## src/design/ccs_pkg.sv

```systemverilog
/*
 Constants, register layout and carrier types for the codec clock startup control.
 Assumes a 10 MHz system clock and a byte-wide control port decoded elsewhere.
*/
package ccs_pkg;
   // =====================================================================
   // Register map
   localparam logic [15:0] CCS_CLK_ADDR = 16'h4000;
   localparam logic [15:0] CCS_PLL_ADDR = 16'h4002;
   localparam int CCS_CLK_EN_BIT = 0;
   localparam int CCS_FREQ_LSB = 1;
   localparam int CCS_SRC_BIT = 3;
   localparam int CCS_PLL_EN_BIT = 0;
   localparam int CCS_PLL_LOCK_BIT = 1;
   localparam logic [3:0] CCS_CLK_RESET = 4'h0;
   localparam logic [47:0] CCS_PLL_RESET = 48'h000000000000;
   localparam logic [2:0] CCS_PLL_BYTES = 3'h6;
   localparam logic [1:0] CCS_DIV_PLL = 2'h3;

   // =====================================================================
   // Timing
   localparam int CCS_CLK_HZ = 10000000;
   localparam int CCS_LOCK_TIME_US = 3000;
   localparam int CCS_BOOT_TIME_US = 200;
   localparam int CCS_LOCK_CYCLES = CCS_LOCK_TIME_US * (CCS_CLK_HZ / 1000000);
   localparam int CCS_BOOT_CYCLES = CCS_BOOT_TIME_US * (CCS_CLK_HZ / 1000000);

   // =====================================================================
   // Control port request, one field per strobe
   typedef struct packed {
      logic start;
      logic [15:0] addr;
      logic wr;
      logic rd;
      logic [7:0] wdata;
      logic stop;
   } ccs_cp_type;
endpackage

```

## src/design/ccs_timer.sv

```systemverilog
/*
 Restartable cycle timer with a sticky done flag.
 Assumes run and clear come from the same clock domain.
*/
`timescale 1ns/1ns
`default_nettype none
module ccs_timer #(
   parameter int W = 16,
   parameter int COUNT = 1000
) (
   input wire logic clk,
   input wire logic rst_n,
   input wire logic ce,
   input wire logic run,
   input wire logic clear,
   output logic done
);
   localparam logic [W-1:0] LAST = W'(COUNT - 1);
   logic [W-1:0] cnt;

   // =====================================================================
   // Count run cycles; done rises after COUNT of them
   always_ff @(posedge clk) begin
      if (!rst_n) begin
         cnt <= '0;
         done <= 1'b0;
      end else if (ce) begin
         if (clear || !run) begin
            cnt <= '0;
            done <= 1'b0;
         end else if (cnt == LAST) begin
            done <= 1'b1;
         end else begin
            cnt <= cnt + W'(1);
         end
      end
   end
endmodule
`default_nettype wire

```

## src/design/ccs_clock_startup.sv

```systemverilog
/*
 Startup, boot gating, core clock source/enable and PLL lock control of the codec.
 Assumes rst_n is the power-on reset and the control port framing is decoded upstream.
*/
`timescale 1ns/1ns
`default_nettype none
module ccs_clock_startup
   import ccs_pkg::*;
#(
   parameter int BOOT_CYCLES = CCS_BOOT_CYCLES,
   parameter int LOCK_CYCLES = CCS_LOCK_CYCLES,
   parameter int TW = 16
) (
   input wire logic clk,
   input wire logic rst_n,
   input wire logic ce,
   input wire ccs_cp_type cpReq,
   output logic portReady,
   output logic [7:0] cpRdData,
   output logic cpRdValid,
   output logic cpDenied,
   output logic otherGrant,
   output logic coreClkOn,
   output logic [1:0] coreDivSel,
   output logic pllRun
);
   typedef enum logic [2:0] {
      ST_BOOT = 3'b001,
      ST_IDLE = 3'b010,
      ST_XFER = 3'b100
   } ccs_state_type;

   ccs_state_type state;
   logic [3:0] clkReg;
   logic [47:0] pllReg;
   logic [47:0] pllShadow;
   logic [15:0] txnAddr;
   logic [2:0] byteCnt;
   logic bootDone;
   logic lockDone;
   logic lockClear;
   logic coreRun;
   logic addrOwn;
   logic pllCommit;
   logic rdSeen;
   logic [47:0] pllView;
   logic [7:0] rdByte;

   // =====================================================================
   // Boot and lock timers
   ccs_timer #(.W(TW), .COUNT(BOOT_CYCLES)) bootTimer (
      .clk(clk),
      .rst_n(rst_n),
      .ce(ce),
      .run(1'b1),
      .clear(1'b0),
      .done(bootDone)
   );

   // Lock restarts whenever new PLL settings land; lock time is a parameter
   ccs_timer #(.W(TW), .COUNT(LOCK_CYCLES)) lockTimer (
      .clk(clk),
      .rst_n(rst_n),
      .ce(ce),
      .run(pllReg[CCS_PLL_EN_BIT]),
      .clear(lockClear),
      .done(lockDone)
   );

   // =====================================================================
   // Decode
   assign coreRun = clkReg[CCS_CLK_EN_BIT] && lockDone;
   assign addrOwn = (cpReq.addr == CCS_CLK_ADDR) || (cpReq.addr == CCS_PLL_ADDR);
   // A six-byte read must not pass for a write, or polling would restart lock
   assign pllCommit = (state == ST_XFER) && cpReq.stop && (txnAddr == CCS_PLL_ADDR)
                      && (byteCnt == CCS_PLL_BYTES) && !rdSeen;
   assign lockClear = pllCommit;
   // Stored lock bit is ignored; the live flag is spliced in on read
   always_comb begin
      pllView = pllReg;
      pllView[CCS_PLL_LOCK_BIT] = lockDone;
      rdByte = 8'h00;
      if (txnAddr == CCS_CLK_ADDR) begin
         rdByte = (byteCnt == 3'h0) ? {4'h0, clkReg} : 8'h00;
      end else if (byteCnt < CCS_PLL_BYTES) begin
         rdByte = pllView[47 - 8 * int'(byteCnt) -: 8];
      end
   end

   // =====================================================================
   // Port state: boot gate, then transaction framing
   always_ff @(posedge clk) begin
      if (!rst_n) begin
         state <= ST_BOOT;
         txnAddr <= 16'h0000;
         byteCnt <= 3'h0;
         cpDenied <= 1'b0;
         portReady <= 1'b0;
         otherGrant <= 1'b0;
         rdSeen <= 1'b0;
      end else if (ce) begin
         cpDenied <= 1'b0;
         unique case (state)
            ST_BOOT: begin
               cpDenied <= cpReq.start;
               if (bootDone) begin
                  state <= ST_IDLE;
                  portReady <= 1'b1;
               end
            end
            ST_IDLE: begin
               if (cpReq.start) begin
                  txnAddr <= cpReq.addr;
                  byteCnt <= 3'h0;
                  rdSeen <= 1'b0;
                  if (addrOwn || coreRun) begin
                     state <= ST_XFER;
                     otherGrant <= !addrOwn;
                  end else begin
                     cpDenied <= 1'b1;
                  end
               end
            end
            ST_XFER: begin
               if (cpReq.stop) begin
                  state <= ST_IDLE;
                  otherGrant <= 1'b0;
               end else if ((cpReq.wr || cpReq.rd) && byteCnt != 3'h7) begin
                  byteCnt <= byteCnt + 3'h1; // Saturates so overlong writes never commit
               end
               // Any read before the stop marks the transaction as not a pure write
               if (cpReq.rd && !cpReq.stop) begin
                  rdSeen <= 1'b1;
               end
            end
            default: state <= ST_BOOT;
         endcase
      end
   end

   // =====================================================================
   // Clock register, written on the first data byte only
   always_ff @(posedge clk) begin
      if (!rst_n) begin
         clkReg <= CCS_CLK_RESET;
      end else if (ce && state == ST_XFER && cpReq.wr && !cpReq.stop
                   && txnAddr == CCS_CLK_ADDR && byteCnt == 3'h0) begin
         clkReg <= cpReq.wdata[3:0];
      end
   end

   // =====================================================================
   // PLL register: bytes gather in a shadow, land only on a complete frame
   always_ff @(posedge clk) begin
      if (!rst_n) begin
         pllShadow <= CCS_PLL_RESET;
         pllReg <= CCS_PLL_RESET;
      end else if (ce) begin
         if (state == ST_XFER && cpReq.wr && !cpReq.stop && txnAddr == CCS_PLL_ADDR) begin
            pllShadow <= {pllShadow[39:0], cpReq.wdata};
         end
         if (pllCommit) begin
            pllReg <= pllShadow & ~(48'h1 << CCS_PLL_LOCK_BIT);
         end
      end
   end

   // =====================================================================
   // Read data, one byte per read strobe, most significant first
   always_ff @(posedge clk) begin
      if (!rst_n) begin
         cpRdData <= 8'h00;
         cpRdValid <= 1'b0;
      end else if (ce) begin
         cpRdValid <= (state == ST_XFER) && cpReq.rd && !cpReq.stop && !otherGrant;
         if ((state == ST_XFER) && cpReq.rd && !otherGrant) begin
            cpRdData <= rdByte;
         end
      end
   end

   // =====================================================================
   // Core clock gate and divider; glitch-free switching is left to the clock cell
   always_ff @(posedge clk) begin
      if (!rst_n) begin
         coreClkOn <= 1'b0;
         coreDivSel <= 2'h0;
         pllRun <= 1'b0;
      end else if (ce) begin
         coreClkOn <= clkReg[CCS_CLK_EN_BIT] && (!clkReg[CCS_SRC_BIT] || lockDone);
         coreDivSel <= clkReg[CCS_SRC_BIT] ? CCS_DIV_PLL : clkReg[2:CCS_FREQ_LSB];
         pllRun <= pllReg[CCS_PLL_EN_BIT];
      end
   end

   // =====================================================================
   // Checks
   logic [TW-1:0] lockAge;
   always_ff @(posedge clk) begin
      if (!rst_n) begin
         lockAge <= '0;
      end else if (ce) begin
         // Restarts with the lock timer but counts on past its end to all ones, frozen with it while ce is low
         if (lockClear || !pllReg[CCS_PLL_EN_BIT]) begin
            lockAge <= '0;
         end else if (lockAge != '1) begin
            lockAge <= lockAge + TW'(1);
         end
      end
   end

   reset_defaults_a: assert property (@(posedge clk) !rst_n |=> clkReg == CCS_CLK_RESET && pllReg == CCS_PLL_RESET)
      else $error("registers not at defaults after reset");
   boot_gate_a: assert property (@(posedge clk) disable iff (!rst_n)
      ce && state == ST_BOOT && !bootDone && cpReq.start |=> cpDenied && !portReady)
      else $error("access taken during boot");
   clock_off_a: assert property (@(posedge clk) disable iff (!rst_n)
      ce && !clkReg[CCS_CLK_EN_BIT] |=> !coreClkOn)
      else $error("core clock on without enable");
   pll_hold_a: assert property (@(posedge clk) disable iff (!rst_n)
      ce && clkReg[CCS_SRC_BIT] && !lockDone |=> !coreClkOn)
      else $error("core clock on before lock");
   addr_block_a: assert property (@(posedge clk) disable iff (!rst_n)
      ce && state == ST_IDLE && cpReq.start && !addrOwn && !coreRun |=> cpDenied && state == ST_IDLE)
      else $error("prohibited address accepted");
   partial_write_a: assert property (@(posedge clk) disable iff (!rst_n)
      ce && state == ST_XFER && cpReq.stop && txnAddr == CCS_PLL_ADDR && byteCnt != CCS_PLL_BYTES
      |=> pllReg == $past(pllReg))
      else $error("partial PLL write committed");
   lock_time_a: assert property (@(posedge clk) disable iff (!rst_n)
      lockDone |-> lockAge >= TW'(LOCK_CYCLES))
      else $error("lock reported too early");
   direct_src_a: assert property (@(posedge clk) disable iff (!rst_n)
      ce && clkReg[CCS_CLK_EN_BIT] && !clkReg[CCS_SRC_BIT] |=> coreClkOn && coreDivSel == $past(clkReg[2:1]))
      else $error("direct clock not running");
   pll_div_a: assert property (@(posedge clk) disable iff (!rst_n)
      ce && clkReg[CCS_SRC_BIT] |=> coreDivSel == CCS_DIV_PLL)
      else $error("PLL divider not four");
   lock_ro_a: assert property (@(posedge clk) disable iff (!rst_n)
      pllCommit && ce |=> !lockDone && !pllReg[CCS_PLL_LOCK_BIT])
      else $error("lock flag taken from host write");

   boot_done_c: cover property (@(posedge clk) disable iff (!rst_n) $rose(portReady));
   lock_seen_c: cover property (@(posedge clk) disable iff (!rst_n) $rose(lockDone));
   pll_commit_c: cover property (@(posedge clk) disable iff (!rst_n) pllCommit && ce);
   denied_c: cover property (@(posedge clk) disable iff (!rst_n) cpDenied && portReady);
endmodule
`default_nettype wire

```

## config.mk

```make
export PLATFORM = sky130hd
export DESIGN_NAME = ccs_clock_startup
export DESIGN_NICKNAME = d
export VERILOG_FILES = /design/src/design/ccs_pkg.sv /design/src/design/ccs_timer.sv /design/src/design/ccs_clock_startup.sv
export SDC_FILE = /design/constraint.sdc
export NUM_CORES = 1
export LEC_CHECK = 0
export BUFFER_PORTS_ARGS = -buffer_cell sky130_fd_sc_hd__buf_2
export CAP_MARGIN = 25
export CORE_AREA = 2 2 131 133
export CTS_CLUSTER_SIZE = 30
export DETAILED_ROUTE_END_ITERATION = 16
export DIE_AREA = 0 0 133 135
export PLACE_DENSITY = 0.64
export SYNTH_ARGS = -nofsm -noshare
export SYNTH_HDL_FRONTEND = slang
export SYNTH_SLANG_ARGS = --single-unit
```

## constraint.sdc

```tcl
create_clock -name clk -period 2.7 [get_ports clk]
set_input_delay 0.54 -clock clk [delete_from_list [all_inputs] [get_ports clk]]
set_output_delay 0.54 -clock clk [all_outputs]
set_load 0.005 [all_outputs]
```

== Word level (Yosys, flattened, before mapping) ==
Cells that the tools add are included.
Cells by class
  add/sub/neg operators: 4
  order comparisons: 1
  eq/ne operators: 19
  shift-type cells: 1
  multiplexer cells: 27
  bitwise gates (word level): 1
  reduce and logical (&&, ||, !) cells: 47
Operator list (count)
  equality test 16 x 15 -> 1 bit (second input constant): 5
  variable part select 55 x 7 -> 8 bit: 1
  adder 16 x 1 -> 16 bit (second input constant): 2
  2-to-1 mux 16 bit: 2
  2-to-1 mux 3 bit: 7
  logical AND 1 bit: 20
  equality test 16 x 11 -> 1 bit (second input constant): 1
  2-to-1 mux 8 bit: 2
  AND reduction 5 bit: 3
  != test 2 bit (second input constant): 7
  AND reduction 2 bit: 7
  2-to-1 mux 1 bit: 9
  case mux 3 bit (3 select lines): 1
  subtractor 6 x 6 -> 7 bit (first input constant): 1
  equality test 3 bit (second input constant): 2
  zero test 1 bit: 6
  case mux 1 bit (2 select lines): 3
  case mux 3 bit (2 select lines): 1
  AND reduction 3 bit: 2
  logical OR 1 bit: 5
  2-to-1 mux 4 bit: 1
  AND reduction 4 bit: 1
  nonzero test 2 bit: 2
  adder 3 x 1 -> 3 bit (second input constant): 1
  other kinds (8): 8
Storage, ports and cells
  flip-flop bits (word level): 172
  bits of input ports: 31
  output and inout bits: 16
  word-level logic and storage cells: 119

== Longest topological paths before layout ==
Gate-level depths: netlist (run 1).
  depth in word-level cells: 8
  mapped depth: 9
  mapped depth without buffers: 7

== Hierarchy ==
From an unflattened synthesis (run 1), not the netlist that was laid out.
Unflattened totals
  cells, all modules: 970
  area, all modules: 8169.1 um^2
Modules (own cells, without submodules)
  ccs_clock_startup: instances 1, cells each 744, area an instance 6297.3 um^2, sequential area each 2762.6 um^2
  ccs_timer at lockTimer: instances 1, cells each 113, area an instance 955.9 um^2, sequential area each 340.3 um^2
  ccs_timer at bootTimer: instances 1, cells each 113, area an instance 915.9 um^2, sequential area each 340.3 um^2

== Least setup slack after synthesis (run 1) ==
OpenSTA, ideal clock, no wires.
  kind: reg-to-reg
  start: reg byteCnt[0]
  end: reg clkReg[0]
  library setup time: 0.128 ns
  arrival: 1.771 ns
  required time: 2.572 ns
  path slack: 0.802 ns
  stages on the path, launching flop included: 10
  path buffers: 2
  clock period less this slack: 1.898 ns
  cells stage by stage: dfxtp_1 buf_2 buf_1 inv_1 ha_1 inv_1 nor2_1 nand4_1 mux2i_1 nor2_1
Between the ends
  longest elaborated chain between the ends: 2
RTL lines
  start: declaration: RTL line ccs_clock_startup.sv:38  | logic [2:0] byteCnt;
  start signal: assignment: RTL line ccs_clock_startup.sv:129  | byteCnt <= byteCnt + 3'h1;
  zero test 3 bit: RTL line ccs_clock_startup.sv:147  | && txnAddr == CCS_CLK_ADDR && byteCnt == 3'h0) begin
  logical AND 1 bit: RTL line ccs_clock_startup.sv:147
  end signal: assignment: RTL line ccs_clock_startup.sv:148  | clkReg <= cpReq.wdata[3:0];
  end: declaration: RTL line ccs_clock_startup.sv:34  | logic [3:0] clkReg;
No other way between the ends.
A chain may end at the register's enable or synchronous reset.

== Worst setup path in the final report (run 1) ==
  start: reg txnAddr[8]
  end: reg lockTimer.cnt[12]
Between the ends
  longest elaborated chain between the ends: 7
  elaborated cells on any way between the ends: 8
  classes of those cells: 2 x eq/ne; 1 x mux; 5 x reduce/logical
RTL lines
  start: declaration: RTL line ccs_clock_startup.sv:37  | logic [15:0] txnAddr;
  start signal: assignment: RTL line ccs_clock_startup.sv:113  | txnAddr <= cpReq.addr;
  equality test 16 x 15 -> 1 bit (*): RTL line ccs_clock_startup.sv:75  | assign pllCommit = (state == ST_XFER) && cpReq.stop && (txnAddr == CCS_PLL_ADDR)
  logical AND 1 bit (*): RTL line ccs_clock_startup.sv:75
  logical AND 1 bit (*) (2 in a row): RTL line ccs_clock_startup.sv:76  | && (byteCnt == CCS_PLL_BYTES) && !rdSeen;
  logical OR 1 bit (*)
  != test 2 bit (no line)
  AND reduction 2 bit (no line)
  end signal: assignment: RTL line ccs_timer.sv:34  | cnt <= cnt + W'(1);
  end: declaration: RTL line ccs_timer.sv:19  | logic [W-1:0] cnt;
Mark *: on every way between the ends. The rest lies on a longest branch, timed or not.

==> results of run 1 <==
worst max-delay path by stage:
stage / depth (start not counted) / slack [ns] / end / from
floorplan: 9 / 0.80 / clkReg[0] / byteCnt[0]
global placement: 5 / 0.57 / lockTimer.done / txnAddr[4]
detailed placement: 5 / 0.55 / lockTimer.cnt[12] / txnAddr[4]
CTS: 5 / 0.55 / lockTimer.cnt[5] / txnAddr[4]
global route: 5 / 0.31 / lockTimer.cnt[12] / txnAddr[4]
finish: 5 / 0.53 / lockTimer.cnt[12] / txnAddr[8]
per-layer routing:
layer | vias to the layer above | GRT usage | routed length, um
li1 | 3088 | - | -
met1 | 2723 | 0.266 | 8210
met2 | 108 | 0.311 | 7440
met3 | 25 | 0.0428 | 688
met4 | 0 | 0.0717 | 282
met5 | - | 0 | 0
cell families after synthesis:
logic type,after synthesis
fa+ha+maj,7
flops,172
mux,25
buf+inv,65
xor+xnor,19
simple gates,420
compound gates,178
critical path, cell delays in order (launching register included):
cell	delay, ns
dfxtp_1	0.33
nor4_1	0.56
nand4_1	0.32
o21a_1	0.36
o21ai_2	0.38
nor2_1	0.09
sequential cells by signal, indices dropped and copies added (netlist names):
name,flops
pllShadow,48
coreDivSel,2
portReady,1
rdSeen,1
pllRun,1
coreClkOn,1
bootTimer.done,1
cpDenied,1
lockTimer.cnt,16
pllReg,47
state,3
txnAddr,16
cpRdValid,1
cpRdData,8
lockTimer.done,1
byteCnt,3
bootTimer.cnt,16
otherGrant,1
clkReg,4
through the flow:
stage | cells | util | hold WS (ns)
after global placement | 1118 | 0.474 | 0.439
final | 1149 | 0.509 | 0.340
after CTS | 1149 | 0.509 | 0.335
after floorplan | 886 | - | 0.429
after global routing | 1149 | 0.509 | 0.341
after detailed placement | 1118 | 0.474 | 0.444
final cells by class:
class	count	area (um^2)
well taps	220	275
repair buffers	63	408
clock inverters	13	145
multi-input cells	649	3590
clock buffers	18	439
fillers	1592	8050
flip-flops and latches	172	3440
inverters	14	55.1
synthesized netlist by cell type, types with 3 or more instances:
library cell  instances  share of area
a21oi_1             101          0.069
a21oi_2              30          0.036
a22oi_1               5         0.0051
a31oi_1               3         0.0026
and3_1                9         0.0077
and4_1                3         0.0036
buf_1                 3         0.0015
buf_2                11         0.0075
buf_6                 4         0.0061
clkbuf_1             30          0.015
dfxtp_1             172           0.47
ha_1                  7          0.012
inv_1                12         0.0061
mux2i_1              17          0.023
mux4_2                8          0.025
nand2_1             232           0.12
nand2_2              20          0.017
nand2b_1              6         0.0051
nand3_1              33          0.022
nand4_1              14          0.012
nor2_1               59          0.030
nor3_1               10         0.0068
nor3b_1               3         0.0031
nor4_1                9         0.0077
nor4b_1               4         0.0048
o211ai_1              4         0.0041
o21a_1                5         0.0051
o21ai_0              19          0.013
o22ai_1               5         0.0043
or3_1                 4         0.0034
xnor2_1              10          0.012
xor2_1                9          0.011
power by group through the flow:
stage,sequential (mW),combinational [mW],clock (mW)
CTS,2.55,0.122,2.48
floorplan,2.60,0.0665,0
detailed placement,2.60,0.122,0
global route,2.54,0.134,2.59
global placement,2.60,0.122,0
finish,2.55,0.121,2.44
==> metrics.txt, run 1 <==
outcome finished, final reports clean; via count 5944; Slew headroom 0.529; final setup skew 0.0105 ns; Power Internal 3.91 mW; worst hold stages 3; WL per Instance 14.5 um; Crit path required time 3.01 ns; Synth Area in Adders 0.0119; Total Wirelength 16.6 mm; Hold Crit Class primary input to register; H-tree depth 4; Synth-to-Final Area Change 13.7%; setup_tns 0 ns; Max Buffers Root-to-Sink 2; post-synthesis compound-gate area fraction 0.145; mux contribution to synthesized area 0.0477; YS warnings 0; layout cells sized above 1 0.173; CTS resizes 0; Synth async-reset ratio 0; vias per cell 5.17; Logic pwr share 0.024; Root Driver clkbuf_16; placed inst area 7770 um^2; crit end category register; Unique masters post-synth 51; CTS tree built; Power Total 5.11 mW; Startpoint Class register; First DRT Iteration DRCs 363; CP arrival 2.48 ns; Mapped Area 7350 um^2; Die Width 133 um; CTS Buf Count 17; sequential share of power 0.499; number of port buffers 46; drt pass-1 iters 5; #FFs+latches synth 172; Peak VDD IR 0.000480 V; Post-Syn Instances 886; Die Y-Extent 135 um; Hold Path Sink txnAddr[1]; Starting Density 0.448; worst-path maximum fanout 10; reg2reg start txnAddr[8]; most common cell after layout, fill and taps aside nand2_1; Nets 955; r2r endpoint lockTimer.cnt[12]; initial antenna violation count 0; maxcap violations 0; post-CTS setup buffers 0; xor and xnor fraction of the mapped netlist area 0.0226; Post-Synth Simple-Gate Area 0.261; ANT nets after route 0; I/O pin cnt 47; first-pass GRT wire length 28.3 mm; Clk network pwr share 0.478; vias in the first global route 5649; ant diodes 0; Sw Share 0.234; most frequent cells in the layout 232 x nand2_1, 172 x dfxtp_1, 101 x a21oi_1; P_sw 1.19 mW; R2R Setup Slk 0.53 ns; global-route usage over all layers 0.197; Pwr Density 611 nW/um^2; sequential fraction of the synthesis area 0.469; CP Class register to register; Leakage 2.79 nW; Sink Count 172; FP Rows 47; pin count of the biggest net entering global routing 65; RSZ-0062 raised after global routing no; Register-to-Register Path Depth 5; Hold Crit Start cpReq[12]; f_max 0.461 GHz; DP HPWL 10.7 mm; Mapped Nets 924; CORE AREA 16400 um^2; worst-margin pin slew 0.703 ns; Hold Buf Count CTS 0; Syn Area/Cell 8.29 um^2; worst slack, placed 0.547 ns; drt drc 0; Setup violations, final 0; period utilization 0.803; Finished Cell Area 8350 um^2; CTS clk-pin slew, worst paths 0.07 ns; crit path time final 2.17 ns; Setup WS post-layout 0.532 ns; die area 18000 um^2; GP Congestion 0.825; number of synthesized flops with an enable pin 0; Post-synth top flop dfxtp_1; Final Max Tran Viols 0; largest family of logic cells by synthesized area simple AND/OR/NAND/NOR gates; gr ovfl total 0; Hold Vio Cnt, Final 0; Worst-Skew Late Latency 0.44 ns
Note: power is estimated with default switching activity, not from simulation.
==> run 2: changes to the inputs <==
--- a/config.mk
+++ b/config.mk
@@ -11,7 +11,7 @@
 export CTS_CLUSTER_SIZE = 30
 export DETAILED_ROUTE_END_ITERATION = 16
 export DIE_AREA = 0 0 133 135
-export PLACE_DENSITY = 0.64
+export PLACE_DENSITY = 0.66
 export SYNTH_ARGS = -nofsm -noshare
 export SYNTH_HDL_FRONTEND = slang
 export SYNTH_SLANG_ARGS = --single-unit
==> constraint.sdc (replaced) <==
create_clock -name clk -period 1.9 [get_ports clk]
set_input_delay 0.38 -clock clk [delete_from_list [all_inputs] [get_ports clk]]
set_output_delay 0.38 -clock clk [all_outputs]
set_load 0.005 [all_outputs]
==> run 2 against run 1 <==
Net effect: the run now ends with setup timing left; cell count up 4.1%; non-clock buffer count up 46; die area unchanged; utilization up 5.1 points; critical endpoint is now pllReg[44]; highest routed layer unchanged.
==> metrics.txt, run 2 (synthesis results as in run 1) <==
GP Congestion 0.803 (-2.7%); worst-path maximum fanout 12 (+2); via count 6272 (+5.5%); Biggest register pllShadow; Sink Count 172 (unchanged); r2r endpoint pllReg[44]; CP Capture Point pllReg[44]; I/O pin cnt 47 (unchanged); Nets 1001 (+4.8%); vias in the first global route 5873 (+4.0%); Root Driver clkbuf_16; Finished Core Util 0.560 (+0.0508); Starting Density 0.448 (unchanged); Hold Crit Class primary input to register; Synth-to-Final Area Change 25.0%; global-route usage over all layers 0.194 (-0.00274); FP Rows 47 (unchanged); maxcap violations 0 (unchanged); worst-margin pin slew 0.586 ns (-0.117 ns); failing checks setup timing; final setup skew 0.00996 ns (-0.000581 ns); RSZ-0062 raised after global routing yes; die area 18000 um^2 (unchanged); most frequent cells in the layout 188 x nand2_1, 167 x dfxtp_1, 77 x a21oi_1; Pwr Density 801 nW/um^2 (+31%); Hold Buf Count CTS 0 (unchanged); CTS tree built; ant diodes 0 (unchanged); f_max 0.503 GHz (+9.2%); Leakage 3.21 nW (+15%); drt pass-1 iters 5 (unchanged); most common cell after layout, fill and taps aside nand2_1; reg2reg start txnAddr[12]; Setup violations, final 57 (+57); initial antenna violation count 0 (unchanged); Die Width 133 um (unchanged); CP arrival 2.29 ns (-0.19 ns); Crit path required time 2.20 ns (-0.81 ns); Die Y-Extent 135 um (unchanged); crit path time final 1.99 ns (-0.182 ns); number of port buffers 46 (unchanged); CORE AREA 16400 um^2 (unchanged); R2R Setup Slk -0.09 ns (-0.62 ns); Peak VDD IR 0.000605 V (+26%); vias per cell 5.24 (+1.4%); Worst-Skew Late Latency 0.43 ns (about the same); drt drc 0 (unchanged); Finished Cell Area 9190 um^2 (+10%); gr ovfl total 0 (unchanged); First DRT Iteration DRCs 283 (-22%); final hold slack 0.181 ns (-0.159 ns); DP HPWL 11.3 mm (+4.7%); Max Buffers Root-to-Sink 2 (unchanged); layout cells sized above 1 0.294 (+0.121); Startpoint Class register; crit end category register; Setup WS post-layout -0.0864 ns (-0.618 ns); top flop regs pllShadow x48, pllReg x47; Hold Vio Cnt, Final 0 (unchanged); period utilization 1.05 (+0.242); CP Launch Point txnAddr[12]; outcome finished with violations; Final Max Tran Viols 0 (unchanged); pin count of the biggest net entering global routing 68 (+4.6%); placed inst area 8120 um^2 (+4.5%); H-tree depth 4 (unchanged); Largest register FFs 48 (unchanged); CTS clk-pin slew, worst paths 0.07 ns (about the same); Total Wirelength 17.6 mm (+5.9%); WL per Instance 14.7 um (+1.7%); first-pass GRT wire length 28.0 mm (-0.93%); CP Class register to register; Slew headroom 0.606 (+0.0773); ANT nets after route 0 (unchanged); CTS Buf Count 17 (unchanged); Register-to-Register Path Depth 8 (+3)
run 2: cell count changes in the layout (fill, tap and decap cells not counted), moves of 6 or more:
cell / before / now
a21oi_1: 101 / 77
a21oi_2: 30 / 54
buf_4: 13 / 44
nand2_1: 232 / 188
nand2_2: 20 / 58
nand2_4: 0 / 6
run 2: metrics by stage:
| step | TNS (ns) | cells | worst slack (ns) | total power [mW] |
|---|---|---|---|---|
| 6_report | -3.25 | 1196 | -0.0864 | 7.36 |
| 3_3_place_gp | -0.0570 | 1158 | -0.0342 | 3.89 |
| 4_1_cts | -0.749 | 1190 | -0.0443 | 7.42 |
| 2_1_floorplan | 0 | 886 | 0.00192 | 3.79 |
| 3_5_place_dp | -0.229 | 1158 | -0.0461 | 3.89 |
| 5_1_grt | -9.89 | 1196 | -0.153 | 7.58 |
run 2: how the worst min path moves through the flow:
| stage | to | startpoint | slack (ns) | cells past startpoint |
|---|---|---|---|---|
| 3_5_place_dp | pllReg[47] | pllReg[47] | 0.44 | 2 |
| 6_report | txnAddr[1] | cpReq[12] | 0.18 | 3 |
| 3_3_place_gp | pllReg[41] | pllReg[41] | 0.44 | 2 |
| 4_1_cts | txnAddr[1] | cpReq[12] | 0.17 | 3 |
| 2_1_floorplan | pllReg[36] | pllReg[36] | 0.43 | 2 |
| 5_1_grt | pllShadow[6] | cpReq[7] | 0.17 | 3 |
run 2: metal layers:
layer | vias up | routed length [um] | track usage
met1 | 2950 | 8610 | 0.263
met3 | 28 | 627 | 0.0469
li1 | 3182 | - | -
met2 | 112 | 8050 | 0.307
met5 | - | 0 | 0
met4 | 0 | 317 | 0.0603
run 2: what timing repair did:
action / 4_1_cts / 5_1_grt
pin swaps: 0 / 46
cloned: 0 / 5
resized for setup: 4 / 104
buffers inserted: 0 / 1
setup endpoints to repair: 37 / 127
run 2: cell type report:
cell class,instances,area (um^2)
Timing Repair Buffer,109,910
Sequential cell,172,3450
Inverter,14,55.1
Fill cell,1458,7220
Multi-Input combinational cell,649,3890
Tap cell,220,275
Clock buffer,20,447
Clock inverter,12,153
run 2: where the power goes:
part           internal [mW]  switching [mW]
Clock                   2.01            1.53
Combinational         0.0661           0.130
Sequential              3.61         0.00646
run 2: critical path: stages (launching register included):
cell and delay (ns):
dfxtp_2 0.33, or4_4 0.55, nor3b_4 0.24, buf_4 0.15, nand4_1 0.11, buf_6 0.17, clkbuf_16 0.17, nand2_1 0.06
a21oi_1 0.06
